==> config.mk <==
export PLATFORM = sky130hd
export DESIGN_NAME = nsd_core
export DESIGN_NICKNAME = d
export VERILOG_FILES = /design/src/nsd_pkg.sv /design/src/nsd_dir_if.sv /design/src/nsd_dir_bank.sv /design/src/nsd_core.sv
export VERILOG_INCLUDE_DIRS = /design/src
export SDC_FILE = /design/constraint.sdc
export NUM_CORES = 1
export LEC_CHECK = 0
export ABC_AREA = 1
export BUFFER_PORTS_ARGS = -buffer_cell sky130_fd_sc_hd__buf_4
export CAP_MARGIN = 20
export CORE_MARGIN = 4
export CORE_UTILIZATION = 55
export CTS_BUF_LIST = sky130_fd_sc_hd__clkbuf_4 sky130_fd_sc_hd__clkbuf_8 sky130_fd_sc_hd__clkbuf_16
export DETAILED_ROUTE_END_ITERATION = 12
export PLACE_DENSITY = 0.77
export SLEW_MARGIN = 15
export SYNTH_ARGS = -nofsm -noshare
export SYNTH_HDL_FRONTEND = slang
export SYNTH_HIERARCHICAL = 1
export SYNTH_SLANG_ARGS = --single-unit
==> constraint.sdc <==
create_clock -name clk_sys -period 1.8 [get_ports clk_sys]
set_input_delay 0.09 -clock clk_sys [delete_from_list [all_inputs] [get_ports clk_sys]]
set_output_delay 0.09 -clock clk_sys [all_outputs]
set_load 0.02 [all_outputs]
==> src/nsd_defines.svh <==
`ifndef NSD_DEFINES_SVH
`define NSD_DEFINES_SVH

// ---------------------------------------------------------------
// Opcode fields
// ---------------------------------------------------------------
`define NSD_SWAP_HI        6'h0e
`define NSD_SWAP_HI_MSB    13
`define NSD_SWAP_HI_LSB    8
`define NSD_DEST_BIT       7
`define NSD_LOAD_HI        11'h00c
`define NSD_LOAD_HI_LSB    3
`define NSD_LOAD_SEL_MIN   3'h5
`define NSD_LOAD_SEL_MAX   3'h7

// ---------------------------------------------------------------
// Register space and reset values
// ---------------------------------------------------------------
`define NSD_DIR_ADDR_BASE  7'h45
`define NSD_DIR_COUNT      3
`define NSD_DIR_RESET      8'hff
`define NSD_W_RESET        8'h00

`endif

==> src/nsd_pkg.sv <==
package nsd_pkg;

  // Gray-coded quarter phases of one instruction cycle
  typedef enum logic [1:0] {
    NSD_Q1 = 2'h0,
    NSD_Q2 = 2'h1,
    NSD_Q3 = 2'h3,
    NSD_Q4 = 2'h2
  } nsd_phase_t;

  // Decoded operation held for the current cycle
  typedef enum logic [1:0] {
    NSD_OP_NONE = 2'h0,
    NSD_OP_SWAP = 2'h1,
    NSD_OP_LOAD = 2'h2
  } nsd_op_t;

endpackage

==> src/nsd_dir_if.sv <==
`timescale 1ns/10ps
`default_nettype none

// ---------------------------------------------------------------
// Core to direction bank link
// ---------------------------------------------------------------
interface nsd_dir_if;
  logic [1:0]  rd_idx;
  logic [7:0]  rd_data;
  logic        wr_en;
  logic [1:0]  wr_idx;
  logic [7:0]  wr_data;
  logic [23:0] dir_all;

  modport bank (input rd_idx, input wr_en, input wr_idx, input wr_data,
                output rd_data, output dir_all);
  modport core (output rd_idx, output wr_en, output wr_idx, output wr_data,
                input rd_data, input dir_all);
endinterface

`default_nettype wire

==> src/nsd_dir_bank.sv <==
`timescale 1ns/10ps
`default_nettype none
`include "nsd_defines.svh"

// ---------------------------------------------------------------
// Direction register bank, registered read data
// ---------------------------------------------------------------
module nsd_dir_bank #(
  parameter int COUNT = `NSD_DIR_COUNT
) (
  input  wire logic clk_sys,
  input  wire logic rst_n,
  nsd_dir_if.bank   dir
);

  logic [7:0] mem_reg [COUNT];
  logic [7:0] rd_reg;

  // Storage; all pins start as inputs
  always_ff @(posedge clk_sys) begin
    if (!rst_n) begin
      for (int i = 0; i < COUNT; i++) begin
        mem_reg[i] <= `NSD_DIR_RESET;
      end
    end else if (dir.wr_en) begin
      mem_reg[dir.wr_idx] <= dir.wr_data;
    end
  end

  // Read data from a flop so the core sees it one phase later
  always_ff @(posedge clk_sys) begin
    if (!rst_n) begin
      rd_reg <= `NSD_DIR_RESET;
    end else begin
      rd_reg <= mem_reg[dir.rd_idx];
    end
  end

  assign dir.rd_data = rd_reg;
  assign dir.dir_all = {mem_reg[2], mem_reg[1], mem_reg[0]};

endmodule

`default_nettype wire

==> src/nsd_core.sv <==
`timescale 1ns/10ps
`default_nettype none
`include "nsd_defines.svh"

// Contract
// RULE1: Swap opcode exchanges register nibbles, flags untouched, one instruction cycle.
// RULE2: Swap decodes 7-bit address; destination bit 0 writes W, 1 writes register.
// RULE3: Legacy load copies W into direction register 5 to 7, one cycle.
// RULE4: Direction registers also sit in ordinary register address space.
// RULE5: Software should avoid the legacy load and address direction registers directly.
// RULE6: Swap cycle runs decode, read, process, write in four phases.

module nsd_core (
  input  wire logic        clk_sys,
  input  wire logic        rst_n,
  input  wire logic        instr_valid,
  input  wire logic [13:0] instr,
  input  wire logic [7:0]  reg_rd_data,
  output logic      [1:0]  phase,
  output logic      [6:0]  reg_rd_addr,
  output logic             reg_wr_en,
  output logic      [6:0]  reg_wr_addr,
  output logic      [7:0]  reg_wr_data,
  output logic      [7:0]  w_out,
  output logic      [23:0] dir_out,
  output logic             instr_done
);

  // ---------------------------------------------------------------
  // State
  // ---------------------------------------------------------------
  nsd_pkg::nsd_phase_t phase_reg;
  nsd_pkg::nsd_phase_t phase_next;
  nsd_pkg::nsd_op_t    op_reg;
  logic [13:0]         instr_reg;
  logic [7:0]          w_reg;
  logic [6:0]          rd_addr_reg;
  logic                wr_en_reg;
  logic [6:0]          wr_addr_reg;
  logic [7:0]          wr_data_reg;
  logic                done_reg;
  logic [23:0]         dir_reg;
  logic                dir_wr_reg;
  logic [1:0]          dir_idx_reg;
  logic [7:0]          dir_data_reg;

  nsd_dir_if dir ();

  nsd_dir_bank #(
    .COUNT(`NSD_DIR_COUNT)
  ) u_bank (
    .clk_sys(clk_sys),
    .rst_n  (rst_n),
    .dir    (dir.bank)
  );

  // ---------------------------------------------------------------
  // Decode
  // ---------------------------------------------------------------
  wire       is_swap  = instr[`NSD_SWAP_HI_MSB:`NSD_SWAP_HI_LSB] == `NSD_SWAP_HI;
  wire [2:0] load_sel = instr[2:0];
  wire       is_load  = (instr[13:`NSD_LOAD_HI_LSB] == `NSD_LOAD_HI)
                        && (load_sel >= `NSD_LOAD_SEL_MIN);  // [RULE3]
  wire [6:0] f_addr   = instr_reg[6:0];                      // [RULE2]
  wire       dest_reg = instr_reg[`NSD_DEST_BIT];            // [RULE2]
  wire [6:0] dir_off  = f_addr - `NSD_DIR_ADDR_BASE;
  wire       f_is_dir = (f_addr >= `NSD_DIR_ADDR_BASE)
                        && (dir_off < 7'(`NSD_DIR_COUNT));   // [RULE4]
  wire [1:0] ld_idx   = 2'(instr_reg[2:0] - `NSD_LOAD_SEL_MIN);
  wire [7:0] src_data = f_is_dir ? dir.rd_data : reg_rd_data; // [RULE4]
  wire [7:0] swapped  = {src_data[3:0], src_data[7:4]};      // [RULE1]

  // Phase walks Q1..Q4 without stalling; one instruction per lap
  always_comb begin
    case (phase_reg)
      nsd_pkg::NSD_Q1: phase_next = nsd_pkg::NSD_Q2;
      nsd_pkg::NSD_Q2: phase_next = nsd_pkg::NSD_Q3;
      nsd_pkg::NSD_Q3: phase_next = nsd_pkg::NSD_Q4;
      default:         phase_next = nsd_pkg::NSD_Q1;
    endcase
  end

  // ---------------------------------------------------------------
  // Phase and decode (Q1)
  // ---------------------------------------------------------------
  always_ff @(posedge clk_sys) begin
    if (!rst_n) begin
      phase_reg <= nsd_pkg::NSD_Q1;
      op_reg    <= nsd_pkg::NSD_OP_NONE;
      instr_reg <= 14'h0000;
    end else begin
      phase_reg <= phase_next;                               // [RULE6]
      if (phase_reg == nsd_pkg::NSD_Q1) begin
        instr_reg <= instr;
        if (instr_valid && is_swap) begin
          op_reg <= nsd_pkg::NSD_OP_SWAP;                    // [RULE6]
        end else if (instr_valid && is_load) begin
          op_reg <= nsd_pkg::NSD_OP_LOAD;                    // [RULE3]
        end else begin
          op_reg <= nsd_pkg::NSD_OP_NONE;
        end
      end
    end
  end

  // ---------------------------------------------------------------
  // Read (Q2) and process (Q3)
  // ---------------------------------------------------------------
  // Address is held all cycle; the register file answers half a clock later
  always_ff @(posedge clk_sys) begin
    if (!rst_n) begin
      rd_addr_reg <= 7'h00;
    end else if (phase_reg == nsd_pkg::NSD_Q2) begin
      rd_addr_reg <= f_addr;                                 // [RULE6]
    end
  end

  assign dir.rd_idx = dir_off[1:0];

  // ---------------------------------------------------------------
  // Write to destination (end of Q4)
  // ---------------------------------------------------------------
  // Process is combinational over Q3; the swapped value is taken at the Q4 commit
  wire commit    = (phase_reg == nsd_pkg::NSD_Q4);
  wire swap_cmt  = commit && (op_reg == nsd_pkg::NSD_OP_SWAP);
  wire load_cmt  = commit && (op_reg == nsd_pkg::NSD_OP_LOAD);
  wire swap_w    = swap_cmt && !dest_reg;
  wire swap_f    = swap_cmt && dest_reg;
  wire dir_wr    = load_cmt || (swap_f && f_is_dir);         // [RULE3] [RULE4]
  wire [7:0] cmt = swapped;

  always_ff @(posedge clk_sys) begin
    if (!rst_n) begin
      w_reg <= `NSD_W_RESET;
    end else if (swap_w) begin
      w_reg <= cmt;                                          // [RULE2]
    end
  end

  // Register file write; direction registers stay inside the bank
  always_ff @(posedge clk_sys) begin
    if (!rst_n) begin
      wr_en_reg   <= 1'b0;
      wr_addr_reg <= 7'h00;
      wr_data_reg <= 8'h00;
      done_reg    <= 1'b0;
    end else begin
      wr_en_reg <= swap_f && !f_is_dir;                      // [RULE2]
      done_reg  <= swap_cmt || load_cmt;                     // [RULE1] [RULE3]
      if (swap_f) begin
        wr_addr_reg <= f_addr;
        wr_data_reg <= cmt;
      end
    end
  end

  // Bank write port, registered so both sources share one path
  always_ff @(posedge clk_sys) begin
    if (!rst_n) begin
      dir_wr_reg   <= 1'b0;
      dir_idx_reg  <= 2'h0;
      dir_data_reg <= 8'h00;
      dir_reg      <= {3{`NSD_DIR_RESET}};
    end else begin
      dir_wr_reg   <= dir_wr;
      dir_idx_reg  <= load_cmt ? ld_idx : dir_off[1:0];
      dir_data_reg <= load_cmt ? w_reg : cmt;                // [RULE3]
      dir_reg      <= dir.dir_all;
    end
  end

  assign dir.wr_en   = dir_wr_reg;
  assign dir.wr_idx  = dir_idx_reg;
  assign dir.wr_data = dir_data_reg;

  // ---------------------------------------------------------------
  // Outputs
  // ---------------------------------------------------------------
  assign phase       = phase_reg;
  assign reg_rd_addr = rd_addr_reg;
  assign reg_wr_en   = wr_en_reg;
  assign reg_wr_addr = wr_addr_reg;
  assign reg_wr_data = wr_data_reg;
  assign w_out       = w_reg;
  assign dir_out     = dir_reg;
  assign instr_done  = done_reg;
endmodule

`default_nettype wire

* After elaboration in Yosys (flattened, before gate mapping)
Memories as Yosys holds them, arrays and structs flattened. A register that Yosys moved wholly into a read port is not among the register bits. Index checks and enable logic that the tools add are counted.
Storage, ports and cells: ROM bits 0, latch bits 0, memories 1, memory bits (writable) 24, register bits 55, input port bits 25
Memories:
- u_bank.mem_reg | words 3, width 8, read ports 4, clocked after memory_dff 4, write ports 3, RTL line nsd_dir_bank.sv:16 | logic [7:0] mem_reg [COUNT];
Operators by class: multiplexer cells 13, add/sub/neg operators 2, $lt $le $gt $ge 3, equal/unequal tests 7, div/mod/pow operators 0, shift-type cells 0, bitwise operators 0, reduce and logical (&&, ||, !) cells 20, multiply operators 0
Operator list (number):
- $mux W8 | 3
- $eq A11 B4 Y1 const B | 1
- $logic_and A1 B1 Y1 | 10
- $mux W2 | 4
- $reduce_or A8 Y1 | 1
- $ge A7 B7 Y1 const B | 1
- $lt A7 B2 Y1 const B | 1
- $sub A7 B7 Y7 const B | 1
- $eq A2 B2 Y1 const B | 3
- $eq A6 B4 Y1 const B | 1
- $logic_not A1 Y1 | 6
- $pmux W2 S3 | 1
- $mux W1 | 5
- $eq A2 B1 Y1 const B | 2
- $ge A3 B3 Y1 const B | 1
- $logic_not A2 Y1 | 1
- $logic_or A1 B1 Y1 | 2
- $sub A2 B1 Y2 const B | 1

* Longest topological paths before layout
depth in word-level cells 5, depth in mapped cells 11

* Hierarchy
The synthesis kept the hierarchy.
By module, submodules not included:
- nsd_core | cells each 364, area each 3123.0 µm², times used 1
- nsd_dir_bank | cells each 156, area each 1635.3 µm², times used 1

* Worst setup path before layout
Ideal clock, no wire load.
path type register to register, start point reg dir_wr_reg (netlist: dir.wr_en), end point mem u_bank.mem_reg[0][0] (enable), required time 1.416 ns, period minus slack after synthesis 1.489 ns, slack 0.311 ns, cell stages (with the launch flop) 3, buffers on the path 0, data arrival time 1.105 ns, cells stage by stage dfxtp_1 > nand2_2 > o21ai_0
RTL lines:
- start, declared | RTL line nsd_core.sv:43 | logic dir_wr_reg;
- start signal, assigned | RTL line nsd_core.sv:165 | dir_wr_reg <= dir_wr;
- end, declared | RTL line nsd_dir_bank.sv:16

* Final worst setup path
start point reg instr_reg[0], end point reg dir_data_reg[5] (netlist: dir.wr_data[5])
On the way: longest elaborated chain between the ends 5
RTL lines:
- start, declared | RTL line nsd_core.sv:35 | logic [13:0] instr_reg;
- start signal, assigned | RTL line nsd_core.sv:94 | instr_reg <= instr;
- $sub A7 B7 Y7 (no line)
- named net dir_off[0] | RTL line nsd_core.sv:66 | wire [6:0] dir_off = f_addr - `NSD_DIR_ADDR_BASE;
- $lt A7 B2 Y1 | RTL line nsd_core.sv:68 | && (dir_off < 7'(`NSD_DIR_COUNT));
- $logic_and A1 B1 Y1 | RTL line nsd_core.sv:67 | wire f_is_dir = (f_addr >= `NSD_DIR_ADDR_BASE)
- $mux W8 | RTL line nsd_core.sv:70 | wire [7:0] src_data = f_is_dir ? dir.rd_data : reg_rd_data;
- $mux W8 | RTL line nsd_core.sv:167 | dir_data_reg <= load_cmt ? w_reg : cmt;
- end signal, assigned | RTL line nsd_core.sv:167
- end, declared | RTL line nsd_core.sv:45 | logic [7:0] dir_data_reg;
The timed path passes the listed nets, and every way through them passes these cells. A chain may end at the register's enable or synchronous reset.

==> metrics.txt <==
vias post-DR=between 3000 and 4000; areal power density over the cells=1040 nW/µm²; Worst-path clk slew=roughly 60 ps; Post-synth ARST share=0; via count normalized by instance count=5.07; number of flip-flops under the largest register name=32; net count reported at finish=between 600 and 700; placed wire-length estimate=7290 µm; worst hold path type=input pin to flop; number of synthesis warnings=6; hold-critical path endpoint=op_reg[1]; wire length after detailed routing=11300 µm; max_slew headroom=0.491; Final Slew Violations=0; Setup Buffers After CTS=0; width of the die=approximately 100 µm; proportion of layout cells with a drive suffix above 1=0.284; Global Route Usage Sum=0.236; IR drop worst, VDD=between 0.0005 and 0.0006 V; number of placement rows=33; required arrival time at the worst endpoint=around 2200 ps; worst flop-to-flop path startpoint=instr_reg[0]; wire length of the first global-routing pass=18300 µm; master cell of the clock root buffer=clkbuf_8; overall die area=roughly 10000 µm²; remaining antenna violation count after routing=0; final worst hold slack=between 400 and 500 ps; critical path launch point type=flop; Initial Util=0.573; via count of the first global-routing pass=a little under 4000; clock period minus worst slack=~1600 ps; gpl congestion=0.790; Tcrit/Tclk final=0.912; Mapped Nets=546; initial antenna violation count=0; critical register-to-register path endpoint=dir.wr_data[5]; syn avg cell area=9.15 µm²; number of cells on the worst hold path=5; skew final=between 10 and 15 ps; hold path startpoint=instr[13]; critical path launch point=instr_reg[0]; EDFF count, synth=32; area grow syn2layout=34.0%; number of input and output port buffers inserted=82; Leak=about 0.0028 µW; Worst Setup Slack post-DPL=166 ps; flip-flop cell with the highest count after synthesis=dfxtp_1; kind of critical path=flop to flop; number of unique standard cell types used by synthesis=29; actual slew at the worst max-slew pin=approximately 760 ps; detailed router's first-iteration violation count=189; kind of capture point of the worst setup path=flop; final hold violation count=0; flops & latches, synth=about 120; WP data arrival=roughly 2000 ps; die height=just over 100 µm; register-to-register setup slack=160 ps; run status=finished, final reports clean; RSZ-0062 raised after global routing=yes; total gr overflow=0; first-pass iteration count of the detailed router=5; latest clock arrival within the worst-skew pair=between 500 and 600 ps; maximum clock insertion buffer count=2; final setup violation count=0; Register-to-Register Path Depth=11; I/O pin total=slightly above 80; routed length per placed instance=about 15 µm; count of maximum capacitance violations=0; number of buffers inserted during clock tree synthesis=17; Setup WS post-layout=approximately 160 ps; post-route DRC violation count=0; Core Box Area=between 8000 and 9000 µm²; Inserted Diodes=0; Max Fclk=609 MHz; share of the yosys chip area belonging to registers=0.568; maximum number of pins on one net before global-route repair=37; Num Clock Sinks=119; Max H-tree Level=4; number of instances in the synthesized netlist=520; TritonCTS clock tree=built; post-synthesis instance area=about 4800 µm²; largest fanout of any net on the critical path=10
critical path, cell delays in order, from the launching register on:
cell and delay, ps:
dfxtp_1 350, inv_2 70, ha_1 290, inv_1 50
nand2_1 70, nand3_2 80, nor2_4 150, nand2_4 130
nand2_2 110, nand3_1 80, nand2_1 100, inv_1 50
where the power goes:
part | total, µW | internal, µW | switching, µW
registers | 2870 | 2810 | 52.9
clock network | 3240 | 2060 | 1180
logic | 551 | 216 | 335
timing repair:
| item | 4_1_cts | 5_1_grt |
|---|---|---|
| resized for setup | 0 | 5 |
| hold buffers | 33 | 0 |
| endpoints found under the setup margin | 0 | 28 |
| hold endpoints to repair | 48 | 0 |
cell families after synthesis:
logic type / after synthesis / synth area share
simple gates: 246 / 0.263
fa+ha+maj: 1 / 0.00263
buf+inv: 87 / 0.0881
flops: 119 / 0.568
compound gates: 67 / 0.0784
area by class of cell:
class | instances | area [µm²]
clock buffer | 23 | 495
clock inverter | 9 | 91.3
fill | 547 | 1920
inverter | 65 | 246
multi-input combinational | 314 | 1650
sequential | 119 | 2700
tap | 105 | 131
timing repair buffer | 126 | 1050
per-layer routing:
metal / up-vias / GRT usage / routed length, µm
li1: 1911 / - / -
met1: 1789 / 0.260 / 4290
met2: 137 / 0.417 / 5880
met3: 25 / 0.0796 / 870
met4: 0 / 0.0951 / 261
met5: - / 0 / 0
worst max path at each step:
| stage | to | slack [ps] | cells past startpoint |
|---|---|---|---|
| final | dir.wr_data[5] | 160 | 11 |
| after global routing | dir.wr_data[5] | -0.1 | 11 |
| after CTS | instr_reg[3] | 80 | 5 |
| after detailed placement | dir.wr_data[1] | 170 | 11 |
| after global placement | dir.wr_data[0] | 240 | 11 |
| after floorplan | u_bank/mem_reg[0][0] | 310 | 2 |
layout by cell type, fill, tap and decap left out, types with 18 or more instances in the layout:
cell type	netlist	routed
a21oi_1	18	18
buf_4	3	91
dfxtp_1	87	87
dlygate4sd3_1	0	33
edfxtp_1	32	32
inv_1	58	58
nand2_1	124	121
nand3_1	38	38
nor2_1	29	29
o21ai_0	34	34
or2_2	24	24
stage by stage:
step	util	area (µm²)	TNS, ps	power, µW	cells
after detailed placement	0.656	5440	0	3390	696
after CTS	0.766	6360	0	6680	761
final	0.768	6370	0	6660	761
after global placement	0.656	5440	0	3370	696
after floorplan	-	4760	0	3240	520
after global routing	0.768	6370	-0.105	6880	761
cells in the mapped netlist, drive strengths merged, types with 3 or more instances:
cell / count / area (µm²)
a21oi: 18 / 90.1
buf: 15 / 136
clkbuf: 7 / 36.3
dfxtp: 87 / 1740
edfxtp: 32 / 961
inv: 65 / 246
nand2: 129 / 497
nand3: 53 / 400
nor2: 35 / 171
nor3: 3 / 20.0
o21a: 15 / 113
o21ai: 34 / 170
or2: 24 / 150
No activity file was read; power rests on OpenSTA's default activity.
